`config.mk`:
```
export PLATFORM = sky130hd
export DESIGN_NAME = drive_command_control
export DESIGN_NICKNAME = d
export VERILOG_FILES = /design/src/verilog/drive_cmd_pkg.sv /design/src/verilog/block_detect.sv /design/src/verilog/drive_command_control.sv
export SDC_FILE = /design/constraint.sdc
export NUM_CORES = 1
export LEC_CHECK = 0
export ABC_AREA = 1
export BUFFER_PORTS_ARGS = -buffer_cell sky130_fd_sc_hd__buf_2
export CAP_MARGIN = 10
export CORE_UTILIZATION = 58
export DETAILED_ROUTE_END_ITERATION = 16
export GPL_ROUTABILITY_DRIVEN = 0
export PLACE_DENSITY = 0.84
export SYNTH_ARGS = -nofsm -noshare
export SYNTH_HDL_FRONTEND = slang
export SYNTH_HIERARCHICAL = 1
export SYNTH_SLANG_ARGS = --single-unit
export TNS_END_PERCENT = 5
```
`constraint.sdc`:
```
create_clock -name ref_clk -period 9.8 [get_ports ref_clk]
set_clock_uncertainty 0.05 [all_clocks]
set_input_delay 0.98 -clock ref_clk [delete_from_list [all_inputs] [get_ports ref_clk]]
set_output_delay 0.98 -clock ref_clk [all_outputs]
set_load 0.02 [all_outputs]
```
`src/verilog/drive_cmd_pkg.sv`:
```
// constants of the drive command logic: control bits, status bits, speed limits, timing
// assumes a 25 MHz ref_clk and a cyclic process-data word source
`default_nettype none

package drive_cmd_pkg;

	// ****************************************
	// control word bit positions
	// ****************************************
	localparam int CB_JOG_UP = 0;
	localparam int CB_JOG_DOWN = 1;
	localparam int CB_LOAD_TARGET = 2;
	localparam int CB_RELEASE = 4;
	localparam int CB_LOOP_FREE = 6;
	localparam int CB_READJUST = 10;
	localparam int CB_CLEAR_ERR = 14;

	// ****************************************
	// status word bit positions
	// ****************************************
	localparam int SB_IN_POS = 0;
	localparam int SB_POWER_OK = 4;
	localparam int SB_POS_ERR = 10;
	localparam int SB_DISPLACED = 11;
	localparam int SB_BAD_TARGET = 12;
	localparam int SB_POWER_MISS = 13;

	// ****************************************
	// speed validity and blocking
	// ****************************************
	localparam logic signed [15:0] SPEED_MIN_OK = 16'sh000A;
	localparam logic signed [15:0] SPEED_MAX_OK = 16'sh0050;
	localparam int BLOCK_PCT = 30;
	localparam int PCT_FULL = 100;
	localparam int BLOCK_TIME_MS = 200;

	// ****************************************
	// timing
	// ****************************************
	localparam int CLK_PERIOD_NS = 40;
	localparam int MS_NS = 1000000;
	localparam int MS_CYCLES_DEF = MS_NS / CLK_PERIOD_NS;

	typedef enum logic [2:0] {ST_IDLE, ST_LOOP, ST_POS, ST_JOG, ST_HOLD} run_state_e;

endpackage

`default_nettype wire

```
`src/verilog/block_detect.sv`:
```
// blocking detector: flags a run whose achieved speed stays too low
// assumes a one-cycle millisecond enable from the caller
`default_nettype none
`timescale 1ns/100ps

module block_detect
	import drive_cmd_pkg::*;
#(
	parameter int SPD_W = 16,
	parameter int BLOCK_MS = BLOCK_TIME_MS
)
(
	input wire logic ref_clk,
	input wire logic rst,
	input wire logic ms_tick,
	input wire logic moving,
	input wire logic [SPD_W-1:0] achieved,
	input wire logic [SPD_W-1:0] sel_max,
	output logic blocked
);

	logic [15:0] low_ms;
	logic [15:0] next_low_ms;
	logic next_blocked;
	logic speed_low;

	// ****************************************
	// low-speed time counter
	// ****************************************
	always_comb
	begin
		speed_low = (32'(achieved) * 32'(PCT_FULL)) < (32'(sel_max) * 32'(BLOCK_PCT));
		next_low_ms = low_ms;
		next_blocked = 1'b0;
		if (!moving || !speed_low)
		begin
			next_low_ms = 16'h0000;
		end
		else if (ms_tick)
		begin
			if (low_ms >= 16'(BLOCK_MS))
			begin
				next_blocked = 1'b1;
				next_low_ms = 16'h0000;
			end
			else
			begin
				next_low_ms = low_ms + 16'h0001;
			end
		end
	end

	always_ff @(posedge ref_clk)
	begin
		if (rst)
		begin
			low_ms <= 16'h0000;
			blocked <= 1'b0;
		end
		else
		begin
			low_ms <= next_low_ms;
			blocked <= next_blocked;
		end
	end

	a_block_needs_low: assert property (@(posedge ref_clk) disable iff (rst)
		blocked |-> $past(moving) && $past(low_ms) == 16'(BLOCK_MS))
		else $error("block flagged without full low-speed time");

endmodule

`default_nettype wire

```
`src/verilog/drive_command_control.sv`:
```
// command and supervision logic of a positioning drive fed by cyclic process data
// assumes a motion unit that follows drive_target / jog outputs and reports back
`default_nettype none
`timescale 1ns/100ps

// Summary of operation
// - value 0x14 with a target starts a positioning run at once
// - value 0x00 drops release and cancels any positioning or jog
// - a new target mid-run redirects at once, without stopping
// - jog command during positioning aborts it and continues as slow jog
// - 0x04 loads a target without release; a later 0x10 starts the run
// - bit 6 with release requests a loop-free direct approach
// - 0x11 or 0x12 jogs; 0x10 or 0x00 stops the jog
// - a differing target received while jogging ends the jog and approaches it
// - eight-byte speed field applies immediately, also mid-run
// - nonzero process speed overrides stored speeds; zero selects them
// - invalid speed blocks starts, aborts motion, sets status bit 12
// - effective speed is limited by the clockwise or counterclockwise maximum
// - jogs use manual speed, positioning uses positioning speed
// - start-up torque limit holds for a set time after each start
// - speed below 30% of maximum over 200 ms: block, error, hold
// - after a block a differing target starts a fresh run
// - pushed against loop after a good run: readjust, set bit 0 again
// - pushed in loop direction: set bit 11, clear bit 0; loop-free both
// - readjust only with motor power, else set bits 10 and 13
// - release drop disables readjust until release returns; dropped mid-run, until a run completes correctly
// - looped targets behind the shaft are overshot by loop length first
// - rising bit 14 clears error bits 10, 11, 12, 13
module drive_command_control
	import drive_cmd_pkg::*;
#(
	parameter int POS_W = 32,
	parameter int SPD_W = 16,
	parameter int MS_CYCLES = MS_CYCLES_DEF,
	parameter int BLOCK_MS = BLOCK_TIME_MS
)
(
	input wire logic ref_clk,
	input wire logic rst,
	input wire logic operate,
	input wire logic pd_valid,
	input wire logic eight_byte,
	input wire logic [15:0] ctrl,
	input wire logic [POS_W-1:0] pd_target,
	input wire logic signed [SPD_W-1:0] pd_speed,
	input wire logic [SPD_W-1:0] posi_speed,
	input wire logic [SPD_W-1:0] manual_speed,
	input wire logic [SPD_W-1:0] max_ccw,
	input wire logic [SPD_W-1:0] max_cw,
	input wire logic [SPD_W-1:0] sel_max,
	input wire logic [POS_W-1:0] loop_len,
	input wire logic [15:0] startup_ms,
	input wire logic [POS_W-1:0] actual_pos,
	input wire logic [SPD_W-1:0] actual_speed,
	input wire logic move_done,
	input wire logic in_window,
	input wire logic motor_power_ok,
	output logic drive_en,
	output logic [POS_W-1:0] drive_target,
	output logic jog_active,
	output logic jog_up,
	output logic [SPD_W-1:0] speed_cmd,
	output logic startup_torque,
	output logic hold_torque,
	output logic [15:0] status_word
);

	function automatic logic [SPD_W-1:0] min_speed(input logic [SPD_W-1:0] a, input logic [SPD_W-1:0] b);
		min_speed = (a < b) ? a : b;
	endfunction

	run_state_e state, next_state;
	logic [POS_W-1:0] tgt, next_tgt;
	logic signed [SPD_W-1:0] spd_pd, next_spd_pd;
	logic pend, next_pend;
	logic rel_lvl, next_rel_lvl;
	logic readj_lvl, next_readj_lvl;
	logic loop_free, next_loop_free;
	logic clr_prev, next_clr_prev;
	logic done_ok, next_done_ok;
	logic in_pos, next_in_pos;
	logic pos_err, next_pos_err;
	logic displaced, next_displaced;
	logic bad_tgt, next_bad_tgt;
	logic pwr_miss, next_pwr_miss;
	logic next_jog_up, jog_dir;
	logic [POS_W-1:0] next_drive_target;
	logic [SPD_W-1:0] next_speed_cmd;
	logic [SPD_W-1:0] req_speed;
	logic [15:0] su_cnt, next_su_cnt;
	logic [31:0] ms_cnt, next_ms_cnt;
	logic ms_tick, next_ms_tick;
	logic cmd, rel, load, jog_cmd, spd_bad, moving, next_moving;
	logic readj_try, blk;

	// ****************************************
	// millisecond enable
	// ****************************************
	always_comb
	begin
		next_ms_tick = (ms_cnt == 32'(MS_CYCLES - 1));
		next_ms_cnt = next_ms_tick ? 32'h0000_0000 : ms_cnt + 32'h0000_0001;
	end

	always_ff @(posedge ref_clk)
	begin
		if (rst)
		begin
			ms_cnt <= 32'h0000_0000;
			ms_tick <= 1'b0;
		end
		else
		begin
			ms_cnt <= next_ms_cnt;
			ms_tick <= next_ms_tick;
		end
	end

	block_detect #(.SPD_W(SPD_W), .BLOCK_MS(BLOCK_MS)) u_block (
		.ref_clk(ref_clk),
		.rst(rst),
		.ms_tick(ms_tick),
		.moving(moving),
		.achieved(actual_speed),
		.sel_max(sel_max),
		.blocked(blk)
	);

	// ****************************************
	// command decode and run sequencing
	// ****************************************
	always_comb
	begin
		cmd = operate && pd_valid;
		rel = ctrl[CB_RELEASE];
		load = ctrl[CB_LOAD_TARGET];
		jog_cmd = ctrl[CB_JOG_UP] ^ ctrl[CB_JOG_DOWN];
		spd_bad = eight_byte && (pd_speed < 0 || (pd_speed != 0 && pd_speed < SPEED_MIN_OK)
			|| pd_speed > SPEED_MAX_OK);
		moving = (state == ST_LOOP) || (state == ST_POS) || (state == ST_JOG);
		next_state = state;
		next_tgt = tgt;
		next_spd_pd = spd_pd;
		next_pend = pend;
		next_rel_lvl = rel_lvl;
		next_readj_lvl = readj_lvl;
		next_loop_free = loop_free;
		next_clr_prev = clr_prev;
		next_done_ok = done_ok;
		next_in_pos = in_pos;
		next_pos_err = pos_err;
		next_displaced = displaced;
		next_bad_tgt = bad_tgt;
		next_pwr_miss = pwr_miss;
		jog_dir = jog_up;
		readj_try = 1'b0;
		if (cmd)
		begin
			if (ctrl[CB_CLEAR_ERR] && !clr_prev)
			begin
				next_pos_err = 1'b0;
				next_displaced = 1'b0;
				next_bad_tgt = 1'b0;
				next_pwr_miss = 1'b0;
			end
			next_spd_pd = pd_speed;
			next_loop_free = ctrl[CB_LOOP_FREE];
			next_readj_lvl = ctrl[CB_READJUST];
			if (spd_bad)
			begin
				next_bad_tgt = 1'b1;
				if (moving)
				begin
					next_state = ST_IDLE;
					next_done_ok = 1'b0;
				end
			end
			else if (!rel)
			begin
				if (moving)
				begin
					next_state = ST_IDLE;
					next_done_ok = 1'b0;
				end
				if (load)
				begin
					next_tgt = pd_target;
					next_pend = 1'b1;
				end
			end
			else if (jog_cmd)
			begin
				next_state = ST_JOG;
				jog_dir = ctrl[CB_JOG_UP];
				next_in_pos = 1'b0;
				next_done_ok = 1'b0;
			end
			else if ((load && (pd_target != tgt || !rel_lvl)) || (!rel_lvl && pend))
			begin
				if (load)
				begin
					next_tgt = pd_target;
				end
				next_pend = 1'b0;
				next_in_pos = 1'b0;
				next_done_ok = 1'b0;
				next_state = (!ctrl[CB_LOOP_FREE] && (load ? pd_target : tgt) < actual_pos) ? ST_LOOP : ST_POS;
			end
			else if (state == ST_JOG)
			begin
				next_state = ST_IDLE;
			end
			next_rel_lvl = rel;
			next_clr_prev = ctrl[CB_CLEAR_ERR];
		end
		else if (move_done && state == ST_LOOP)
		begin
			next_state = ST_POS;
		end
		else if (move_done && state == ST_POS)
		begin
			next_state = ST_IDLE;
			next_in_pos = 1'b1;
			next_done_ok = 1'b1;
			next_displaced = 1'b0;
		end
		else if (state == ST_IDLE && done_ok && !in_window)
		begin
			next_in_pos = 1'b0;
			if (rel_lvl && readj_lvl && (actual_pos < tgt || loop_free))
			begin
				readj_try = 1'b1;
				if (motor_power_ok)
				begin
					next_state = ST_POS;
				end
				else
				begin
					next_pos_err = 1'b1;
					next_pwr_miss = 1'b1;
					next_done_ok = 1'b0;
				end
			end
			else
			begin
				next_displaced = 1'b1;
			end
		end
		if (blk && moving)
		begin
			next_state = ST_HOLD;
			next_pos_err = 1'b1;
			next_done_ok = 1'b0;
		end
	end

	// ****************************************
	// drive outputs: target, speed, torque
	// ****************************************
	always_comb
	begin
		next_moving = (next_state == ST_LOOP) || (next_state == ST_POS) || (next_state == ST_JOG);
		next_drive_target = (next_state == ST_LOOP) ? next_tgt - loop_len : next_tgt;
		next_jog_up = jog_dir;
		if (next_state != ST_JOG && next_moving)
		begin
			next_jog_up = next_drive_target > actual_pos;
		end
		req_speed = (next_state == ST_JOG) ? manual_speed : posi_speed;
		if (eight_byte && next_spd_pd != 0)
		begin
			req_speed = SPD_W'(next_spd_pd);
		end
		next_speed_cmd = min_speed(req_speed, next_jog_up ? max_cw : max_ccw);
		next_su_cnt = su_cnt;
		if (next_moving && !moving)
		begin
			next_su_cnt = startup_ms;
		end
		else if (!next_moving)
		begin
			next_su_cnt = 16'h0000;
		end
		else if (ms_tick && su_cnt != 16'h0000)
		begin
			next_su_cnt = su_cnt - 16'h0001;
		end
	end

	always_ff @(posedge ref_clk)
	begin
		if (rst)
		begin
			state <= ST_IDLE;
			tgt <= '0;
			spd_pd <= '0;
			pend <= 1'b0;
			rel_lvl <= 1'b0;
			readj_lvl <= 1'b0;
			loop_free <= 1'b0;
			clr_prev <= 1'b0;
			done_ok <= 1'b0;
			in_pos <= 1'b0;
			pos_err <= 1'b0;
			displaced <= 1'b0;
			bad_tgt <= 1'b0;
			pwr_miss <= 1'b0;
			su_cnt <= 16'h0000;
			drive_en <= 1'b0;
			drive_target <= '0;
			jog_active <= 1'b0;
			jog_up <= 1'b0;
			speed_cmd <= '0;
			startup_torque <= 1'b0;
			hold_torque <= 1'b0;
			status_word <= 16'h0000;
		end
		else
		begin
			state <= next_state;
			tgt <= next_tgt;
			spd_pd <= next_spd_pd;
			pend <= next_pend;
			rel_lvl <= next_rel_lvl;
			readj_lvl <= next_readj_lvl;
			loop_free <= next_loop_free;
			clr_prev <= next_clr_prev;
			done_ok <= next_done_ok;
			in_pos <= next_in_pos;
			pos_err <= next_pos_err;
			displaced <= next_displaced;
			bad_tgt <= next_bad_tgt;
			pwr_miss <= next_pwr_miss;
			su_cnt <= next_su_cnt;
			drive_en <= next_moving;
			drive_target <= next_drive_target;
			jog_active <= (next_state == ST_JOG);
			jog_up <= next_jog_up;
			speed_cmd <= next_speed_cmd;
			startup_torque <= next_su_cnt != 16'h0000;
			hold_torque <= (next_state == ST_HOLD);
			status_word <= 16'h0000;
			status_word[SB_IN_POS] <= next_in_pos;
			status_word[SB_POWER_OK] <= motor_power_ok;
			status_word[SB_POS_ERR] <= next_pos_err;
			status_word[SB_DISPLACED] <= next_displaced;
			status_word[SB_BAD_TARGET] <= next_bad_tgt;
			status_word[SB_POWER_MISS] <= next_pwr_miss;
		end
	end

	// ****************************************
	// checks
	// ****************************************
	a_offline_ignored: assert property (@(posedge ref_clk) disable iff (rst)
		!operate |=> !$rose(jog_active))
		else $error("jog started while link not operating");

	a_release_cancel: assert property (@(posedge ref_clk) disable iff (rst)
		cmd && !rel |=> !drive_en)
		else $error("motion continued after release drop");

	a_jog_start: assert property (@(posedge ref_clk) disable iff (rst)
		cmd && rel && jog_cmd && !spd_bad && !blk |=> jog_active && drive_en && jog_up == $past(ctrl[CB_JOG_UP]))
		else $error("jog command not followed");

	a_redirect_run: assert property (@(posedge ref_clk) disable iff (rst)
		cmd && rel && load && !jog_cmd && !spd_bad && !blk && state == ST_POS && pd_target != tgt
		&& (ctrl[CB_LOOP_FREE] || pd_target >= actual_pos)
		|=> drive_en && !jog_active && drive_target == $past(pd_target))
		else $error("new target not taken mid-run");

	a_redirect_loop: assert property (@(posedge ref_clk) disable iff (rst)
		cmd && rel && load && !jog_cmd && !spd_bad && !blk && state == ST_POS && pd_target != tgt
		&& !ctrl[CB_LOOP_FREE] && pd_target < actual_pos
		|=> drive_en && !jog_active && drive_target == $past(pd_target) - $past(loop_len))
		else $error("new target behind shaft not looped mid-run");

	a_bad_speed: assert property (@(posedge ref_clk) disable iff (rst)
		cmd && spd_bad && !moving |=> status_word[SB_BAD_TARGET] && !drive_en)
		else $error("invalid speed not rejected");

	a_startup_torque: assert property (@(posedge ref_clk) disable iff (rst)
		$rose(drive_en) && $past(startup_ms) != 16'h0000 |-> startup_torque)
		else $error("start-up torque missing at travel start");

	a_block_hold: assert property (@(posedge ref_clk) disable iff (rst)
		blk && moving |=> hold_torque && status_word[SB_POS_ERR] && !drive_en)
		else $error("block not handled");

	a_done_in_pos: assert property (@(posedge ref_clk) disable iff (rst)
		move_done && state == ST_POS && !cmd && !blk |=> status_word[SB_IN_POS] && !drive_en)
		else $error("finished run not reported in position");

	a_readj_no_power: assert property (@(posedge ref_clk) disable iff (rst)
		readj_try && !motor_power_ok && !blk |=> status_word[SB_POWER_MISS] && status_word[SB_POS_ERR]
		&& !drive_en)
		else $error("readjust without motor power not flagged");

	a_error_clear: assert property (@(posedge ref_clk) disable iff (rst)
		cmd && ctrl[CB_CLEAR_ERR] && !clr_prev && !spd_bad && !blk && !readj_try
		|=> !status_word[SB_POS_ERR] && !status_word[SB_BAD_TARGET] && !status_word[SB_POWER_MISS]
		&& !status_word[SB_DISPLACED])
		else $error("error bits not cleared on bit 14 edge");

endmodule

`default_nettype wire

```
* Word-level counts from Yosys, hierarchy flattened
Cells that the tools add are included.
** Operators by class
- $add $sub $neg :: 4
- $mul :: 2
- Order comparisons :: 9
- Equality and inequality tests :: 15
- Mux-type cells :: 82
- Bitwise gates (word level) :: 3
- Reduce and logical (&&, ||, !) cells :: 48
** Operators by type and width (number)
- $mux W32 :: 7
- $mux W16 :: 9
- $lt A32 B32 Y1 :: 2
- $reduce_bool A32 Y1 :: 2
- $mux W1 :: 52
- $mux W3 :: 13
- $add A32 B1 Y32 const B :: 1
- $eq A32 B15 Y1 const B :: 1
- $gt A32 B32 Y1 :: 1
- $ne A32 B32 Y1 :: 1
- $reduce_bool A16 Y1 :: 2
- $sub A32 B32 Y32 :: 1
- $lt A23 B21 Y1 :: 1
- $mul A16 B5 Y21 const B :: 1
- $mul A16 B4 Y20 const B :: 1
- $logic_and A1 B1 Y1 :: 18
- $add A16 B1 Y16 const B :: 1
- $ge A16 B8 Y1 const B :: 1
- $gt A16 B8 Y1 const B :: 1
- $lt A16 B1 Y1 const B :: 1
- $lt A16 B16 Y1 :: 1
- $lt A16 B5 Y1 const B :: 1
- $sub A16 B1 Y16 const B :: 1
- $eq A3 B2 Y1 const B :: 4
- 18 further kinds :: 39
** Word-level totals
- Bits in registers :: 197
- Bits of input ports :: 248
- Logic and storage cells :: 191

* Longest topological paths before layout
Gate-level depths: netlist (run 1).
- Depth after elaboration :: 18
- Depth in mapped cells :: 64
- Depth with buffers taken out :: 60

* Hierarchy
The synthesis (run 1) kept the hierarchy.
** Modules (own cells, without submodules)
- drive_command_control :: instances 1, cells each 2004, area an instance 13077.5 um^2, sequential area each 3303.2 um^2
- block_detect :: instances 1, cells each 618, area an instance 4458.0 um^2, sequential area each 340.3 um^2

* Least setup slack after synthesis (run 1)
OpenSTA, ideal clock, no wires.
- Kind :: input to register
- From :: input port pd_target[21]
- To :: register speed_cmd[10]
- Library setup time :: 0.115 ns
- Arrival :: 8.738 ns
- Data required time :: 9.635 ns
- Path slack :: 0.897 ns
- Stages :: 55
- Path buffers :: 4
- Cell sequence :: or2_0 nand3_1 nor2_1 nand2_1 nor2_1 nand2_1 nand2_1 nand2_2 nand2_1 a211oi_1 clkbuf_1 clkbuf_1 o21ai_0 ha_1 fa_1 o21ai_1 nand2_1 o211a_1 [19 not listed] nand4_1 inv_1 a21boi_0 a31oi_1 inv_1 nand4_1 nand2_1 clkbuf_1 o21ai_0 inv_1 ha_1 a21oi_1 a21oi_1 a2111oi_0 clkbuf_1 nand3_1 nand2_1 nor2_1
** RTL lines
- from (decl) :: RTL line drive_command_control.sv:44 : input wire logic [POS_W-1:0] pd_target,
- $mux W32 / $ne A32 B32 Y1 (equally long branches)
- $lt A32 B32 Y1 / $logic_or A1 B1 Y1 (equally long branches) :: RTL line drive_command_control.sv:207, drive_command_control.sv:198
- $logic_and A1 B1 Y1 (on tied branches) :: RTL line drive_command_control.sv:207, drive_command_control.sv:198
- $mux W2 / $logic_or A1 B1 Y1 (equally long branches) :: RTL line drive_command_control.sv:207, drive_command_control.sv:198
- $mux W3 :: RTL line drive_command_control.sv:198 : else if ((load && (pd_target != tgt || !rel_lvl)) || (!rel_lvl && pend))
- $mux W3 :: RTL line drive_command_control.sv:191 : else if (jog_cmd)
- $mux W3 :: RTL line drive_command_control.sv:178 : else if (!rel)
- $mux W3 :: RTL line drive_command_control.sv:169 : if (spd_bad)
- [2 not listed]
- $eq A3 B1 Y1 :: RTL line drive_command_control.sv:263 : next_drive_target = (next_state == ST_LOOP) ? next_tgt - loop_len : next_tgt;
- $mux W32 (*) :: RTL line drive_command_control.sv:263
- named net next_drive_target[30] :: RTL line drive_command_control.sv:87 : logic [POS_W-1:0] next_drive_target;
- $gt A32 B32 Y1 (*) :: RTL line drive_command_control.sv:267 : next_jog_up = next_drive_target > actual_pos;
- $mux W1 (*) :: RTL line drive_command_control.sv:265 : if (next_state != ST_JOG && next_moving)
- $mux W16 (*) :: RTL line drive_command_control.sv:274 : next_speed_cmd = min_speed(req_speed, next_jog_up ? max_cw : max_ccw);
- $lt A16 B16 Y1 :: RTL line drive_command_control.sv:69 : min_speed = (a < b) ? a : b;
- $mux W16 (*) :: RTL line drive_command_control.sv:69
- to (signal assigned) :: RTL line drive_command_control.sv:339 : speed_cmd <= next_speed_cmd;
- to (decl) :: RTL line drive_command_control.sv:62 : output logic [SPD_W-1:0] speed_cmd,
The timed path passes the listed nets; every way through them passes the cells marked *.
A chain may end at the register's enable or synchronous reset.

* Worst setup path after layout (run 1)
- From :: input port pd_target[12]
- To :: register speed_cmd[9]
** RTL lines
- $ne A32 B32 Y1 (*) :: RTL line drive_command_control.sv:198
- $logic_or A1 B1 Y1 (*) :: RTL line drive_command_control.sv:198
- $logic_and A1 B1 Y1 (*) :: RTL line drive_command_control.sv:198
- $logic_or A1 B1 Y1 (*) :: RTL line drive_command_control.sv:198
- $mux W32 (*) :: RTL line drive_command_control.sv:198
- $mux W32 (*) :: RTL line drive_command_control.sv:191
- $mux W32 (*) :: RTL line drive_command_control.sv:178
- $mux W32 (*) :: RTL line drive_command_control.sv:169
- [1 not listed]
- named net next_tgt[2] :: RTL line drive_command_control.sv:73 : logic [POS_W-1:0] tgt, next_tgt;
- $sub A32 B32 Y32 (*) :: RTL line drive_command_control.sv:263
- $mux W32 (*) :: RTL line drive_command_control.sv:263
- named net next_drive_target[27] :: RTL line drive_command_control.sv:87
- $gt A32 B32 Y1 (*) :: RTL line drive_command_control.sv:267
- $mux W1 (*) :: RTL line drive_command_control.sv:265
- $mux W16 (*) :: RTL line drive_command_control.sv:274
- $lt A16 B16 Y1 :: RTL line drive_command_control.sv:69
- $mux W16 (*) :: RTL line drive_command_control.sv:69
Marks and branches as above.

==> results of run 1 <==
power groups by stage:
stage          clock, mW  combinational (mW)  sequential, mW
6_report           0.706                1.22           0.791
5_1_grt            0.751                1.40           0.794
4_1_cts            0.714                1.21           0.791
3_5_place_dp           0                1.20           0.808
3_3_place_gp           0                1.15           0.807
2_1_floorplan          0               0.873           0.833
per-stage QoR:
stage               instance area, µm²  hold slack (ns)  worst slack [ns]
detailed placement               19250           0.3850           -0.1436
floorplan                        17570           0.3675            0.8972
global placement                 19250           0.3784           0.08026
CTS                              19860           0.3961            0.3123
finish                           19930           0.3962            0.5217
global route                     19920           0.4167           0.01234
sequential cells by signal, summed over array words and instances, names as in the netlist, 3 cells and up:
register        cells
drive_target       32
ms_cnt             32
spd_pd             16
speed_cmd          16
state               3
status_word         6
su_cnt             16
tgt                32
u_block/low_ms     16
how the worst max path moves through the flow:
stage,endpoint,slack [ns],cells past startpoint
final,speed_cmd[9],0.52,55
after floorplan,speed_cmd[10],0.90,55
after CTS,speed_cmd[5],0.31,55
after global placement,speed_cmd[6],0.08,55
after global routing,speed_cmd[14],0.01,55
after detailed placement,speed_cmd[6],-0.14,55
layout make-up:
type | count | share of cell area, %
Timing Repair Buffer | 307 | 7.917
Clock buffer | 18 | 2.204
Multi-Input combinational cell | 1864 | 58.61
Antenna cell | 4 | 0.05023
Inverter | 511 | 9.625
Sequential cell | 182 | 18.28
Tap cell | 390 | 2.449
Clock inverter | 14 | 0.8664
cell usage after synthesis, drive strengths merged (7+ instances only):
master and n:
nand4 37, fa 41, a21oi 167, nor3 31, o21ai 165, dfxtp 182
o211ai 11, a31oi 7, nor4 15, xnor2 38, nand3 84, buf 31
nor2 299, ha 238, xor2 43, nand2 559, o21a 40, inv 507
mux2i 20, clkbuf 43
kinds of logic (layout without fill, tap and decap cells):
kind of cell    count (synthesis)  count (layout)  share of synthesized area, %
simple gates                 1044            1044                         25.43
buf+inv                       585             850                         13.11
compound gates                430             430                         13.81
fa+ha+maj                     279             279                         21.66
flops                         182             182                         20.78
xor+xnor                       81              81                         4.046
mux                            20              20                         1.142
other cells                     1              14                       0.02139
worst max-delay path: cells and delay by family:
kind / cells / cell delay (ns)
adder cells (fa/ha/maj): 3 / 0.94
buffers and inverters: 7 / 1.04
XOR/XNOR: 2 / 0.29
AO/OA/AOI/OAI: 21 / 4.14
AND/OR/NAND/NOR: 22 / 2.16
metal layers:
metal,share of wire (%),global-route usage [%],wire [µm],up-vias
met5,0.067,0,31,-
met4,4.2,13.70,1951,4
met3,6.5,4.134,2999,150
met2,47,51.88,21990,679
met1,42,36.43,19450,8018
li1,-,-,-,8842
layout by cell type, fill, tap and decap left out, types with 4 or more instances in the layout:
| cell | instances |
|---|---|
| clkbuf_16 | 17 |
| nor2_2 | 17 |
| xnor2_1 | 38 |
| nor4_1 | 13 |
| nor3b_1 | 4 |
| o31ai_1 | 4 |
| inv_2 | 17 |
| nand3_1 | 81 |
| ha_1 | 238 |
| a31oi_1 | 6 |
| fa_1 | 41 |
| nand2_2 | 17 |
| buf_4 | 8 |
| inv_8 | 5 |
| nand2_1 | 541 |
| mux2i_1 | 20 |
| a211oi_1 | 5 |
| nor3_1 | 28 |
| inv_1 | 490 |
| clkinv_8 | 5 |
| nor2_1 | 277 |
| o21ai_1 | 10 |
| xor2_1 | 43 |
| a21o_1 | 6 |
| or2_2 | 4 |
| o211ai_1 | 11 |
| o21bai_1 | 5 |
| o21ai_0 | 152 |
| nand4_1 | 36 |
| dfxtp_1 | 182 |
| conb_1 | 10 |
| clkinv_1 | 4 |
| nor2_4 | 5 |
| buf_2 | 296 |
| diode_2 | 4 |
| a21oi_1 | 165 |
| o21a_1 | 40 |
==> summary.txt, run 1 <==
Outcome
  – Outcome: finished, final reports clean

Route
  – Routed vias/inst: 5.378
  – Wirelength per Cell: 14.11 µm
  – 1st-iter DRT viols: 1418
  – Final ANT Viol Nets: 0
  – Detailed Routing Iterations Pass 1: 5
  – Post-Route WL: 46420 µm
  – Residual DRC count: 0
  – DR vias: 17690

Timing
  – Post-layout min period: 9.278 ns
  – Hold Violations, Final: 0
  – Slew headroom: 25.00%
  – Setup TNS: 0 ns
  – RSZ-0062 raised after global routing: no
  – Final Cycle Share: 94.68%
  – Slew Limit Fails: 0
  – Fmax: 0.1078 GHz
  – Final setup violation count: 0
  – Worst-Margin Slew: 1.125 ns

Worst hold path
  – Hold Path End: u_block/low_ms[10]
  – Hold Startpoint: u_block/low_ms[10]
  – Min-delay worst type: flop to flop
  – Hold Path Cell Cnt: 2

Logic synthesis
  – Share of synthesized registers carrying an async set or reset: 0%
  – Synth cell types: 65
  – FF+latch count, synth: 182
  – EDFF count, synth: 0
  – Area leader, netlist: dfxtp_1
  – Post-synth top area share: 20.78%
  – Mapped Avg Cell Area: 6.688 µm²
  – Dominant synthesized flop cell: dfxtp_1
  – Warnings from Yosys: 6
  – Syn Inst Count: 2622
  – Largest cells by area after synthesis: dfxtp_1 (21%), ha_1 (17%), nand2_1 (12%)
  – Sequential area share after synthesis: 20.78%
  – Cell area after synthesis: 17540 µm²

Clocking
  – Root Driver: clkbuf_16
  – Buffer count from post-CTS setup fixing: 0
  – H-tree lvl count: 4
  – CTS tree: done
  – # hold bufs at CTS: 0
  – Worst skew pair latency: 0.44 ns
  – PostCTS Resize Cnt: 0
  – TritonCTS buffer count: 17
  – Maximum clock path buffer count: 2
  – CTS sink cnt: 182
  – Clock Pin Slew Worst Setup and Hold Paths: 0.08 ns

Global routing
  – First-pass GRT wire length: 75950 µm
  – Total grt overflow: 0
  – Largest net degree at the start of global routing: 98
  – Tot GR Track Use: 29.88%
  – Initial antenna violation count: 6
  – Vias in the first global route: 16860

Floorplanning
  – Die area: 30930 µm²
  – Site Rows: 63
  – Core area: 29720 µm²
  – Initial Util: 59.01%
  – IO Pins: 317
  – Die H: 175.9 µm
  – Die X: 175.9 µm

Critical path
  – Critical path endpoint category: flop
  – Critical Path RT: 10.09 ns
  – R2r setup slk: 0.79 ns
  – Crit start category: primary input
  – Worst path arrival time: 9.57 ns
  – R2r endpoint: speed_cmd[9]
  – CP max stage delay: 0.35 ns
  – Worst r2r path cells: 57
  – Critical-path top delay cell: ha_1
  – Crit. Startpoint: pd_target[12]
  – Reg-to-reg startpoint: tgt[9]
  – CP Max Fanout: 31
  – Critical Path Most Common Cell: nand2_1
  – Worst setup path class: primary input to flop

Run
  – Maxcap violations: 0

Placed design
  – Placed instance count: 3253
  – IO Port Bufs: 297
  – Post-DP HPWL: 37740 µm

Finish
  – Post-layout util: 67.06%
  – Area Overhead vs Synth: 13.65%
  – Multi-input gate area: 11680 µm²
  – Fin nets: 3410
  – FF/Latch Area: 3643 µm²
  – Share of cells above drive strength 1: 14.47%
  – Filler cell count: 2527
  – Post-Layout Cell Count: 3290

Power
  – Flop pwr share: 29.1%
  – Clock share of power: 26.0%
  – Combinational Power Share: 44.9%
  – Internal Power: 1.602 mW
  – P_leak: 10.97 nW
  – Net Sw Frac: 41.08%
  – Pwr Total: 2.719 mW
  – Sw power: 1.117 mW
  – Power per cell area: 136.4 nW/µm²
  – Peak supply drop: 0.1124 mV
Note: power is estimated with default switching activity, not from simulation.
==> inputs of run 2 (changes only) <==
- REMOVE_ABC_BUFFERS: not set -> 1
==> summary.txt, run 2 (synthesis gave the netlist of run 1 again) <==
Timing
  – Setup TNS: 0 ns
  – Hold Violations, Final: 0
  – Final setup violation count: 0
  – Post-layout min period: 9.312 ns
  – Slew headroom: 44.39%
  – Worst-Margin Slew: 0.8333 ns
  – Fmax: 0.1074 GHz
  – Slew Limit Fails: 0
  – WHS: 0.4023 ns
  – Final Cycle Share: 95.02%

Finish
  – Filler cell count: 2502
  – Most common cell after layout, fill and taps aside: nand2_1
  – Commonest non-fill, non-tap cells in the layout: nand2_1 (541), inv_1 (490), buf_2 (296)
  – Post-Layout Inst Area: 20010 µm²
  – Largest registers: drive_target (32), ms_cnt (32), tgt (32)
  – Fin nets: 3415
  – Post-layout util: 67.34%
  – Share of cells above drive strength 1: 14.82%
  – Area Overhead vs Synth: 14.13%

Clocking
  – CTS sink cnt: 182
  – CTS tree: done
  – Worst skew pair latency: 0.45 ns
  – Maximum clock path buffer count: 2
  – Root Driver: clkbuf_16
  – # hold bufs at CTS: 0
  – Clock Pin Slew Worst Setup and Hold Paths: 0.07 ns
  – H-tree lvl count: 4
  – TritonCTS buffer count: 17

Critical path
  – R2r setup slk: 0.75 ns
  – Worst r2r path cells: 57
  – Critical-path top delay cell: a2111oi_4
  – Crit start category: primary input
  – CP top delay family: compound AO/OA/AOI/OAI gates
  – CP max stage delay: 0.52 ns
  – R2r endpoint: speed_cmd[0]
  – Reg-to-reg startpoint: tgt[9]
  – Critical path endpoint category: flop
  – Worst setup path class: primary input to flop
  – Critical Path Most Common Cell: nand2_1
  – CP Depth: 58
  – Worst path bufs/invs: 10
  – Critical Path RT: 10.09 ns
  – CP Max Fanout: 31
  – Worst path arrival time: 9.60 ns

Power
  – Power per cell area: 137.6 nW/µm²
  – Peak supply drop: 0.1095 mV
  – P_leak: 11.01 nW
  – Pwr Total: 2.754 mW

Route
  – Residual DRC count: 0
  – Final ANT Viol Nets: 0
  – Wirelength per Cell: 14.14 µm
  – Post-Route WL: 46610 µm
  – Routed vias/inst: 5.349
  – DR vias: 17640
  – 1st-iter DRT viols: 1334
  – Detailed Routing Iterations Pass 1: 6

Worst hold path
  – Hold Path End: u_block/low_ms[14]
  – Hold Startpoint: u_block/low_ms[14]
  – Min-delay worst type: flop to flop
  – Hold Path Cell Cnt: 2

Global routing
  – Total grt overflow: 0
  – Tot GR Track Use: 30.02%
  – Vias in the first global route: 16990
  – Largest net degree at the start of global routing: 53
  – Initial antenna violation count: 5
  – First-pass GRT wire length: 76090 µm

Floorplanning
  – Die H: 175.9 µm
  – Initial Util: 59.01%
  – Core area: 29720 µm²
  – Site Rows: 63
  – IO Pins: 317
  – Die area: 30930 µm²
  – Die X: 175.9 µm

Placed design
  – Post-DP HPWL: 37310 µm
  – Dpl cell area: 19270 µm²
  – IO Port Bufs: 297

Run
  – Maxcap violations: 0

Outcome
  – Outcome: finished, final reports clean
run 2: area by class of cell:
| type | instances | area [µm²] | share of cell area, % |
|---|---|---|---|
| Multi-Input combinational cell | 1864 | 11710 | 58.51 |
| Sequential cell | 182 | 3643 | 18.21 |
| Inverter | 511 | 1918 | 9.584 |
| Timing Repair Buffer | 312 | 1615 | 8.071 |
| Tap cell | 390 | 488.0 | 2.438 |
| Clock buffer | 17 | 425.4 | 2.126 |
| Clock inverter | 15 | 197.7 | 0.9878 |
| Antenna cell | 6 | 15.01 | 0.07502 |
run 2: metrics by stage:
step / cells / worst slack [ns]
2_1_floorplan: 2557 / -5.627
3_3_place_gp: 3256 / 0.1059
3_5_place_dp: 3256 / -0.08415
4_1_cts: 3288 / 0.2154
5_1_grt: 3294 / -0.08749
6_report: 3297 / 0.4879
run 2: worst max-delay path by stage:
stage	startpoint	to	slack (ns)
after floorplan	pd_valid	speed_cmd[0]	-5.63
final	pd_target[25]	speed_cmd[0]	0.49
after global placement	pd_target[21]	speed_cmd[1]	0.11
after detailed placement	pd_target[21]	speed_cmd[0]	-0.08
after CTS	pd_target[21]	speed_cmd[0]	0.22
after global routing	pd_target[25]	speed_cmd[0]	-0.09
run 2: what timing repair did:
action | in CTS | in global routing
setup endpoints to repair | 0 | 16
resized for setup | 0 | 21
buffers inserted | 0 | 1
run 2: worst reg2reg max path, delay by kind of cell (launching register included):
family                     cells  cell delay [ns]
DFF                            1             0.38
and+or+nand+nor               25             2.65
AOI/OAI and AO/OA             17             3.23
buffers and inverters         10             1.08
adders and majority gates      4             1.31
xor gates and xnor gates       1             0.23
run 2: power by group:
part	internal (mW)	total, mW	switching [mW]	leakage, nW
Sequential	0.775	0.791	0.0159	1.48
Clock	0.373	0.733	0.360	0.305
Combinational	0.478	1.23	0.752	9.22
Total	1.63	2.75	1.13	11.0
run 2: routing by layer:
metal | vias up | part of all wire (%) | track usage, %
met5 | - | 0.028 | 0
met4 | 2 | 3.6 | 13.04
met2 | 642 | 48 | 53.52
met3 | 127 | 6.7 | 4.870
li1 | 8865 | - | -
met1 | 8001 | 41 | 35.28
